===== config.mk =====
export PLATFORM = sky130hd
export DESIGN_NAME = sbsl_top
export DESIGN_NICKNAME = d
export VERILOG_FILES = /design/src/rtl/sbsl_band.v /design/src/rtl/sbsl_top.v
export VERILOG_INCLUDE_DIRS = /design/src /design/src/rtl
export SDC_FILE = /design/constraint.sdc
export NUM_CORES = 2
export LEC_CHECK = 0
export BUFFER_PORTS_ARGS = -buffer_cell sky130_fd_sc_hd__buf_2
export CAP_MARGIN = 10
export CORE_MARGIN = 8
export CORE_UTILIZATION = 40
export DETAILED_ROUTE_END_ITERATION = 7
export PLACE_DENSITY_LB_ADDON = 0.15
export SYNTH_ARGS = -nofsm -noshare
export SYNTH_HDL_FRONTEND = slang
export SYNTH_SLANG_ARGS = --single-unit

===== constraint.sdc =====
create_clock -name clock_i -period 28.7 [get_ports clock_i]
set_clock_uncertainty 0.1 [all_clocks]
set_input_delay 5.74 -clock clock_i [delete_from_list [all_inputs] [get_ports clock_i]]
set_output_delay 5.74 -clock clock_i [all_outputs]
set_load 0.01 [all_outputs]

===== src/rtl/sbsl_regs.vh =====
`ifndef SBSL_REGS_VH
`define SBSL_REGS_VH

// Byte offsets of the register map.
`define SBSL_OFS_CTRL 6'h00
`define SBSL_OFS_ACCEL 6'h04
`define SBSL_OFS_DECEL 6'h08
`define SBSL_OFS_BAND_BASE 6'h10
`define SBSL_OFS_BAND_LAST 6'h2C
`define SBSL_OFS_ACTIVE 6'h30
`define SBSL_OFS_SKIPPED 6'h34
`define SBSL_OFS_SETPOINT 6'h38
`define SBSL_OFS_STATUS 6'h3C

// Control register fields.
`define SBSL_CTRL_RATE_EN 0
`define SBSL_CTRL_LOCAL 1
`define SBSL_CTRL_COMMS 2
`define SBSL_CTRL_W 3

// Status register fields.
`define SBSL_STAT_HOLD 0
`define SBSL_STAT_RATE_EN 1

// Reset values.
`define SBSL_RST_CTRL 3'h0
`define SBSL_RST_ACCEL 16'h0100
`define SBSL_RST_DECEL 16'h0100
`define SBSL_RST_BAND 16'h0000

// Rate limit steps are applied once per update period.
`define SBSL_CLK_MHZ 100
`define SBSL_UPDATE_US 1000
`define SBSL_UPDATE_CYC (`SBSL_UPDATE_US * `SBSL_CLK_MHZ)
`define SBSL_TICK_W 17

// Largest magnitude that a 16-bit signed demand can hold.
`define SBSL_MAG_MAX 18'sh07FFF

`endif


===== src/rtl/sbsl_band.v =====
`timescale 1ns/10ps
`include "sbsl_regs.vh"

module sbsl_band (
  input wire signed [15:0] demand_i,
  input wire [15:0] centre_i,
  input wire [15:0] width_i,
  input wire [15:0] width1_i,
  output reg signed [15:0] demand_o
);

  reg [15:0] w;
  reg signed [17:0] mag;
  reg signed [17:0] lo;
  reg signed [17:0] hi;
  reg signed [17:0] m;
  reg signed [17:0] neg;

  always @* begin
    w = (width_i == 16'h0000) ? width1_i : width_i;
    // Compare the magnitude so both directions see the same band.
    mag = demand_i[15] ? -{{2{demand_i[15]}}, demand_i} : {{2{demand_i[15]}}, demand_i};
    lo = $signed({2'b00, centre_i}) - $signed({3'b000, w[15:1]});
    hi = $signed({2'b00, centre_i}) + $signed({3'b000, w[15:1]});
    if (hi > `SBSL_MAG_MAX) begin
      hi = `SBSL_MAG_MAX;
    end
    m = mag;
    if ((centre_i != 16'h0000) && (mag > lo) && (mag < hi)) begin
      if ((mag - lo) <= (hi - mag)) begin
        m = (lo < 18'sh00000) ? 18'sh00000 : lo;
      end else begin
        m = hi;
      end
    end
    neg = -m;
    demand_o = demand_i[15] ? neg[15:0] : m[15:0];
  end

endmodule // sbsl_band


===== src/rtl/sbsl_top.v =====
`timescale 1ns/10ps
`include "sbsl_regs.vh"

module sbsl_top #(
  parameter UPDATE_CYC = `SBSL_UPDATE_CYC
) (
  input wire clock_i,
  input wire rstn_i,
  input wire hsel_i,
  input wire [31:0] haddr_i,
  input wire [1:0] htrans_i,
  input wire hwrite_i,
  input wire [2:0] hsize_i,
  input wire [31:0] hwdata_i,
  input wire hready_i,
  output reg [31:0] hrdata_o,
  output reg hreadyout_o,
  output reg hresp_o,
  input wire signed [15:0] operator_keypad_ref_i,
  input wire signed [15:0] app_ref_i,
  input wire signed [15:0] comms_ref_i,
  input wire hold_i,
  output reg signed [15:0] active_ref_o,
  output reg signed [15:0] setpoint_o,
  output reg hold_active_o
);

  localparam integer UPDATE_LAST_I = UPDATE_CYC - 1;
  localparam [`SBSL_TICK_W-1:0] UPDATE_LAST = UPDATE_LAST_I[`SBSL_TICK_W-1:0];

  // Bus slave state.
  reg [5:0] addr_r;
  reg wr_pend_r;
  reg rd_pend_r;
  reg addr_ok_r;

  // Software registers.
  reg [`SBSL_CTRL_W-1:0] ctrl_r;
  reg [15:0] accel_r;
  reg [15:0] decel_r;
  reg [15:0] band_w_r [0:3];
  reg [15:0] band_c_r [0:3];

  // Datapath state.
  reg signed [15:0] skipped_r;
  reg [`SBSL_TICK_W-1:0] tick_cnt_r;
  reg tick_r;

  wire ahb_go;
  wire rate_en;
  wire signed [15:0] chain [0:4];

  integer i;

  // True when the offset falls in the band block; shared by the read and write decoders.
  function is_band;
    input [5:0] a;
    begin
      is_band = (a >= `SBSL_OFS_BAND_BASE) && (a <= `SBSL_OFS_BAND_LAST);
    end
  endfunction

  // Band number of an offset in the band block.
  function [1:0] band_idx;
    input [5:0] a;
    reg [5:0] d;
    begin
      d = a - `SBSL_OFS_BAND_BASE;
      band_idx = d[4:3];
    end
  endfunction

  assign ahb_go = hsel_i && htrans_i[1] && hready_i;
  assign rate_en = ctrl_r[`SBSL_CTRL_RATE_EN];

  // Address phase capture. Reads take one wait state so that read data
  // always come from a flip-flop and never see a half-written register.
  always @(posedge clock_i or negedge rstn_i) begin
    if (!rstn_i) begin
      addr_r <= 6'h00;
      wr_pend_r <= 1'b0;
      rd_pend_r <= 1'b0;
      addr_ok_r <= 1'b0;
      hreadyout_o <= 1'b1;
      hresp_o <= 1'b0;
    end else begin
      hresp_o <= 1'b0;
      if (rd_pend_r) begin
        rd_pend_r <= 1'b0;
        hreadyout_o <= 1'b1;
      end else if (ahb_go) begin
        addr_r <= haddr_i[5:0];
        // Out-of-range or misaligned offsets must not alias a register.
        addr_ok_r <= (haddr_i[31:6] == 26'h0000000) && (haddr_i[1:0] == 2'b00);
        wr_pend_r <= hwrite_i && (haddr_i[31:6] == 26'h0000000);
        rd_pend_r <= !hwrite_i;
        hreadyout_o <= hwrite_i;
      end else if (hready_i) begin
        wr_pend_r <= 1'b0;
      end
    end
  end

  // Register writes land at the end of the data phase.
  always @(posedge clock_i or negedge rstn_i) begin
    if (!rstn_i) begin
      ctrl_r <= `SBSL_RST_CTRL;
      accel_r <= `SBSL_RST_ACCEL;
      decel_r <= `SBSL_RST_DECEL;
      for (i = 0; i < 4; i = i + 1) begin
        band_w_r[i] <= `SBSL_RST_BAND;
        band_c_r[i] <= `SBSL_RST_BAND;
      end
    end else if (wr_pend_r && addr_ok_r && hready_i) begin
      if (addr_r == `SBSL_OFS_CTRL) begin
        ctrl_r <= hwdata_i[`SBSL_CTRL_W-1:0];
      end else if (addr_r == `SBSL_OFS_ACCEL) begin
        accel_r <= hwdata_i[15:0];
      end else if (addr_r == `SBSL_OFS_DECEL) begin
        decel_r <= hwdata_i[15:0];
      end else if (is_band(addr_r)) begin
        if (addr_r[2]) begin
          band_c_r[band_idx(addr_r)] <= hwdata_i[15:0];
        end else begin
          band_w_r[band_idx(addr_r)] <= hwdata_i[15:0];
        end
      end
    end
  end

  // Read data are loaded in the wait cycle; unmapped offsets read zero.
  always @(posedge clock_i or negedge rstn_i) begin
    if (!rstn_i) begin
      hrdata_o <= 32'h00000000;
    end else if (rd_pend_r) begin
      if (!addr_ok_r) begin
        hrdata_o <= 32'h00000000;
      end else if (addr_r == `SBSL_OFS_CTRL) begin
        hrdata_o <= {29'h00000000, ctrl_r};
      end else if (addr_r == `SBSL_OFS_ACCEL) begin
        hrdata_o <= {16'h0000, accel_r};
      end else if (addr_r == `SBSL_OFS_DECEL) begin
        hrdata_o <= {16'h0000, decel_r};
      end else if (is_band(addr_r)) begin
        if (addr_r[2]) begin
          hrdata_o <= {16'h0000, band_c_r[band_idx(addr_r)]};
        end else begin
          hrdata_o <= {16'h0000, band_w_r[band_idx(addr_r)]};
        end
      end else if (addr_r == `SBSL_OFS_ACTIVE) begin
        hrdata_o <= {{16{active_ref_o[15]}}, active_ref_o};
      end else if (addr_r == `SBSL_OFS_SKIPPED) begin
        hrdata_o <= {{16{skipped_r[15]}}, skipped_r};
      end else if (addr_r == `SBSL_OFS_SETPOINT) begin
        hrdata_o <= {{16{setpoint_o[15]}}, setpoint_o};
      end else if (addr_r == `SBSL_OFS_STATUS) begin
        hrdata_o <= {30'h00000000, rate_en, hold_active_o};
      end else begin
        hrdata_o <= 32'h00000000;
      end
    end
  end

  // Reference source selection; local wins over fieldbus and terminals.
  always @(posedge clock_i or negedge rstn_i) begin
    if (!rstn_i) begin
      active_ref_o <= 16'h0000;
    end else if (ctrl_r[`SBSL_CTRL_LOCAL]) begin
      active_ref_o <= operator_keypad_ref_i;
    end else if (ctrl_r[`SBSL_CTRL_COMMS]) begin
      active_ref_o <= comms_ref_i;
    end else begin
      active_ref_o <= app_ref_i;
    end
  end

  // Four bands in series; a band edge can never lie inside an earlier
  // band's span only if software keeps the bands apart.
  assign chain[0] = active_ref_o;

  genvar g;
  generate
    for (g = 0; g < 4; g = g + 1) begin : g_band
      sbsl_band u_band (
        .demand_i(chain[g]),
        .centre_i(band_c_r[g]),
        .width_i(band_w_r[g]),
        .width1_i(band_w_r[0]),
        .demand_o(chain[g+1])
      );
    end
  endgenerate

  always @(posedge clock_i or negedge rstn_i) begin
    if (!rstn_i) begin
      skipped_r <= 16'h0000;
    end else begin
      skipped_r <= chain[4];
    end
  end

  // Update period that scales the rate steps.
  always @(posedge clock_i or negedge rstn_i) begin
    if (!rstn_i) begin
      tick_cnt_r <= {`SBSL_TICK_W{1'b0}};
      tick_r <= 1'b0;
    end else if (tick_cnt_r >= UPDATE_LAST) begin
      tick_cnt_r <= {`SBSL_TICK_W{1'b0}};
      tick_r <= 1'b1;
    end else begin
      tick_cnt_r <= tick_cnt_r + 1'b1;
      tick_r <= 1'b0;
    end
  end

  // Rate limiter. A demand of opposite sign first decelerates to zero,
  // then accelerates away, so each limit governs its own half of the move.
  reg signed [17:0] sp_x;
  reg signed [17:0] goal;
  reg signed [17:0] sp_mag;
  reg signed [17:0] goal_mag;
  reg signed [17:0] step;
  reg signed [17:0] sp_nxt;

  always @* begin
    sp_x = {{2{setpoint_o[15]}}, setpoint_o};
    goal = {{2{skipped_r[15]}}, skipped_r};
    if ((setpoint_o != 16'h0000) && (skipped_r[15] != setpoint_o[15])) begin
      goal = 18'sh00000;
    end
    sp_mag = (sp_x < 18'sh00000) ? -sp_x : sp_x;
    goal_mag = (goal < 18'sh00000) ? -goal : goal;
    if (goal_mag > sp_mag) begin
      step = $signed({2'b00, accel_r});
    end else begin
      step = $signed({2'b00, decel_r});
    end
    // Stepping from the stored value means a released hold resumes ramping.
    if (goal > sp_x) begin
      sp_nxt = ((goal - sp_x) > step) ? (sp_x + step) : goal;
    end else begin
      sp_nxt = ((sp_x - goal) > step) ? (sp_x - step) : goal;
    end
  end

  // Hold is a level from braking logic on this clock, expected to be short.
  always @(posedge clock_i or negedge rstn_i) begin
    if (!rstn_i) begin
      setpoint_o <= 16'h0000;
      hold_active_o <= 1'b0;
    end else begin
      hold_active_o <= hold_i;
      if (hold_i) begin
        setpoint_o <= setpoint_o;
      end else if (!rate_en) begin
        setpoint_o <= skipped_r;
      end else if (tick_r) begin
        setpoint_o <= sp_nxt[15:0];
      end
    end
  end

endmodule // sbsl_top


### After elaboration in Yosys (flattened, before gate mapping)

Index checks and enable logic that the tools add are counted.

| storage, ports and cells | value |
|---|---|
| output and inout port bits | 67 |
| register bits | 272 |
| word-level logic and storage cells | 206 |
| input bits | 123 |

| cells by class | value |
|---|---|
| order comparisons | 31 |
| reductions and logical operators | 39 |
| mux-type cells | 66 |
| bitwise logic cells | 7 |
| equality and inequality tests | 8 |
| add/subtract/negate cells | 32 |

Operators with widths:

| kind | count |
|---|---|
| two-way mux 16 bit | 33 |
| two-way mux 32 bit | 8 |
| bitwise mux 64 bit | 2 |
| two-way mux 18 bit | 7 |
| negation 18 bit | 5 |
| two-way mux 17 bit | 5 |
| nonzero test 16 bit | 5 |
| > comparator 18 x 16 -> 1 bit, second input constant | 4 |
| > comparator 18 x 17 -> 1 bit | 4 |
| less-or-equal comparator 18 bit | 4 |
| less-than comparator 18 bit | 4 |
| subtractor 18 x 17 -> 18 bit | 4 |
| subtractor 18 bit | 4 |
| adder 16 x 15 -> 17 bit | 4 |
| less-than comparator 17 x 1 -> 1 bit, second input constant | 4 |
| subtractor 16 x 15 -> 17 bit | 4 |
| binary-select mux 16 bit (select 2 bit) | 2 |
| negation 16 bit | 4 |
| > comparator 18 bit | 3 |
| logical NOT 16 bit | 3 |
| demux 16 bit (select 2 bit) | 1 |
| logical NOT 26 bit | 1 |
| == test 6 bit, second input constant | 4 |
| > comparator 18 x 16 -> 1 bit | 1 |
| other kinds (31) | 63 |

### Depth between registers and ports, before layout

| logic depth | value |
|---|---|
| depth in word-level cells | 33 |
| depth in mapped cells | 165 |
| gate-level depth less buffers | 154 |

### Hierarchy

From an unflattened synthesis, not the netlist that was laid out.

| unflattened totals | value |
|---|---|
| cell total of the unflattened synthesis | 4614 |
| area, all modules | 37568.5 sq um |

Modules (own cells, without submodules):

| module | times used | seq. area each (sq um) | cells an instance | area each (sq um) |
|---|---|---|---|---|
| sbsl_top | 1 | 6434.9 | 1713 | 17239.0 |
| sbsl_band (g_band[0].u_band ...) | 3 | 0.0 | 722 | 5057.4 |
| sbsl_band (g_band[1].u_band) | 1 | 0.0 | 735 | 5157.4 |

### Least setup slack after synthesis

Ideal clock, no wire load.

| timing path | value |
|---|---|
| kind | flip-flop to flip-flop |
| from | register band_w_r[59] (netlist name) |
| to | register skipped_r[12] |
| data required time | 28.474 ns |
| cell stages (with the launch flop) | 151 |
| arrival | 29.453 ns |
| path slack | -0.979 ns |
| setup time | 0.126 ns |
| path buffers | 16 |
| clock period less this slack | 29.679 ns |
| cell sequence | dfrtp_1 inv_1 ha_1 buf_2 or3_4 nor4_4 o21ai_4 a21oi_4 nor3_2 buf_6 o21ai_1 ha_1 a21o_1 a21o_1 a21oi_1 o21ai_0 a21o_1 a21o_1 (+115 left out) maj3_2 a21o_1 a21oi_1 o211ai_1 ha_1 and4_1 a21oi_1 o21ai_0 clkbuf_1 clkbuf_1 o21ai_0 o21ai_0 mux2_2 ha_1 nand4_1 or4_1 or4_1 nor4b_1 |

RTL lines:

| what | line | text |
|---|---|---|
| from (decl) | sbsl_top.v:41 | `reg [15:0] band_w_r [0:3];` |
| from (signal, indexed assignment) | sbsl_top.v:111 | `` band_w_r[i] <= `SBSL_RST_BAND; `` |
| from (signal, indexed assignment) | sbsl_top.v:125 | `band_w_r[band_idx(addr_r)] <= hwdata_i[15:0];` |
| to (signal assigned) | sbsl_top.v:198 | `skipped_r <= chain[4];` |
| to (decl) | sbsl_top.v:45 | `reg signed [15:0] skipped_r;` |

==> summary.txt <==
Clocking
  • Clock sink total: 257
  • Total CTS buffers: 28
  • Clk_lat worst skew: just under 0.6 ns
  • Clk root buf: clkbuf_16
  • CTS tree: yes
  • Clock Path Buffers: 3
  • Htree depth: 1
  • Clock transition at the registers of the reported paths: ~0.07 ns

Setup path
  • Critical path startpoint category: flip-flop
  • Slowest-stage cell, CP: or4_4
  • Worst path bufs/invs: 12
  • Crit. End Element: flip-flop
  • Arr. time, crit path: between 20 and 30 ns
  • R2r startpoint: band_c_r[56]$_DFFE_PN0P_
  • CP peak stage delay: approximately 0.59 ns
  • Crit Path Max Fanout: 6
  • Worst Setup SP: band_c_r[56]$_DFFE_PN0P_
  • CP required: 29.12 ns
  • Cell family with the largest share of critical-path delay: compound AO/OA/AOI/OAI gates
  • Most used cell, CP: a21o_1
  • Type of the worst setup path: reg -> reg

Placement
  • PortBufs: 168
  • Placed instance area: ~0.041 sq mm
  • Gp weighted congestion: between 0.9 and 1
  • DP Wirelength: 113000 um

Logic synthesis
  • Cells after Synth: roughly 4.7k
  • Top post-synthesis cells by area: dfrtp_1, ha_1, mux2_2
  • Yosys top cell area share: 0.166
  • Post-synth top flop: dfrtp_1
  • Synth Warn #: 0
  • EDFF count, synth: 0
  • Library cells used by synthesis: around 130
  • Mapped cell area: 0.0383 sq mm
  • Synth Area per Inst: around 8 sq um
  • Flops & latches, synth: approximately 260
  • Yosys top cell by area: dfrtp_1
  • Sequential-to-total area share from yosys stat: 0.168
  • Async set-reset flop share out of synthesis: 1.00

Global routing
  • Remaining Overflow, GRT: 0
  • GRT Util Overall: 0.249
  • Antenna violations before repair: 4
  • Largest net degree at the start of global routing: approximately 120
  • First-pass GRT wire length: around 210000 um
  • Vias in the first global route: about 35k

Finish
  • Filler cells: 9616
  • Share of layout cells above drive strength 1: 0.187
  • Nets: ~5.6k
  • Area Growth Syn to Fin: 13.8%
  • Most frequent cells in the layout: ha_1, inv_1, nor2_1
  • Leading cell type in the layout, fill and taps excluded: ha_1
  • Reg area: 0.00645 sq mm
  • Area occupied by multi-input gates: a little over 0.03 sq mm
  • Final instance area: approximately 0.044 sq mm

Route
  • Routed vias/inst: roughly 5.9
  • Antenna Violating Nets Remaining: 0
  • DRT Wirelength: roughly 140000 um
  • DRC Markers: 0
  • Via count: approximately 37k
  • Routed wire per std cell: approximately 22 um
  • Initial DRT Pass Iterations: 6
  • DR iter-0 viols: around 3.2k

Pwr
  • Leakage power total: 20.6 nW
  • Post-layout power: 2.86 mW
  • Worst VDD drop: between 0.04 and 0.05 mV
  • Power per standard cell area: between 60 and 70 mW/mm^2

Flow run
  • Max-cap viol count: 0

STA
  • Fmax: between 0.03 and 0.04 GHz
  • Slew HR: 0.181
  • Fin Hold WS: between 0.3 and 0.4 ns
  • Slew @ Worst Pin: roughly 1.2 ns
  • Fin. Hold Viols: 0
  • Crit share post-route: 0.961
  • Final setup vio count: 0
  • Final min period: 27.57 ns
  • Slew Limit Fails: 0

Die
  • Die Area: between 0.1 and 0.15 sq mm
  • Die Width: 326 um
  • Initial core utilization: 0.404
  • Core Footprint: ~0.095 sq mm
  • Die Y-Extent: approximately 330 um
  • Row count: between 100 and 150
  • Ports: 190

Hold path
  • Hold path start: tick_cnt_r[0]$_DFF_PN0_
  • Hold Path Class: reg -> reg

Outcome
  • Status: completed
## kinds of logic after synthesis
family / synth area share
xor gates and xnor gates: 0.0948
and+or+nand+nor: 0.169
adders and majority gates: 0.161
other: 0.000196
buffers and inverters: 0.0636
AOI/OAI and AO/OA: 0.237
DFF: 0.168
muxes: 0.106
## area by class of cell
class / count / area share
diodes: 6 / 0.000344
inverters: 371 / 0.0320
repair buffers: 414 / 0.0645
clock buffers: 33 / 0.0169
multi-input cells: 3895 / 0.697
flip-flops and latches: 257 / 0.148
clock inverters: 17 / 0.00547
well taps: 1265 / 0.0363
## Yosys cell counts (32+ instances only)
library cell,count
a21o_1,203
nand4_1,74
xnor2_1,239
nor2_1,352
a211oi_1,48
mux4_2,34
clkbuf_1,123
dfrtp_1,254
and3_1,32
nand3_1,101
nand2b_1,74
xor2_1,143
o21a_1,44
buf_4,41
o211ai_1,37
o21ai_0,310
nor2b_1,64
a31oi_1,41
inv_1,367
a21oi_1,311
mux2i_1,103
mux2_2,193
nor4_1,68
ha_1,447
nand2_1,310
o21bai_1,54
and2_1,35
o31ai_1,35
nor3_1,62
## flip-flops by register name (all words and copies together), names as in the netlist, 6 cells and up
name	cells
skipped_r	16
band_w_r	64
active_ref_o	16
addr_r	6
hrdata_o	17
tick_cnt_r	17
accel_r	16
band_c_r	64
setpoint_o	16
decel_r	16
## what timing repair did
item,in CTS,in global routing
pin swaps,1,80
gates resized for setup,21,185
cloned,0,5
hold buffers,0,0
buffers inserted,0,52
setup endpoints to repair,9,16
## final timing paths
check | endpoint | cells after the start | slack, ns
worst max-delay path | skipped_r[12]$_DFF_PN0_ | 140 | 1.13
worst min-delay path | tick_cnt_r[0]$_DFF_PN0_ | 1 | 0.39
worst max register to register | skipped_r[12]$_DFF_PN0_ | 140 | 1.13
worst min register to register | tick_cnt_r[0]$_DFF_PN0_ | 1 | 0.39
max in group asynchronous | band_c_r[57]$_DFFE_PN0P_ | 2 | 21.69
min in group asynchronous | setpoint_o[1]$_DFFE_PN0P_ | 1 | 5.17
## stage by stage
step / utilization / instances / setup TNS [ns] / setup slack (ns)
final: 0.459 / 6258 / 0 / 1.13
after global routing: 0.459 / 6257 / -0.146 / -0.131
after CTS: 0.446 / 6195 / 0 / 0.0290
after detailed placement: 0.435 / 6145 / -1.77 / -0.662
after global placement: 0.435 / 6145 / -1.02 / -0.546
after floorplan: - / 4739 / 0 / 0.0380
## power by group
| part | total (mW) | switching [mW] | internal [mW] |
|---|---|---|---|
| clock network | 0.395 | 0.165 | 0.230 |
| registers | 0.443 | 0.0610 | 0.382 |
| logic | 2.02 | 1.16 | 0.862 |
| total | 2.86 | 1.39 | 1.47 |
## routing by layer
metal,wire length (um),share of wire,track usage,up-vias
met3,9940,0.071,0.0367,194
met2,63800,0.45,0.406,1292
li1,-,-,-,17600
met1,63300,0.45,0.345,17600
met5,0,0,0,-
met4,3700,0.026,0.0583,0
Note: power is estimated with default switching activity, not from simulation.
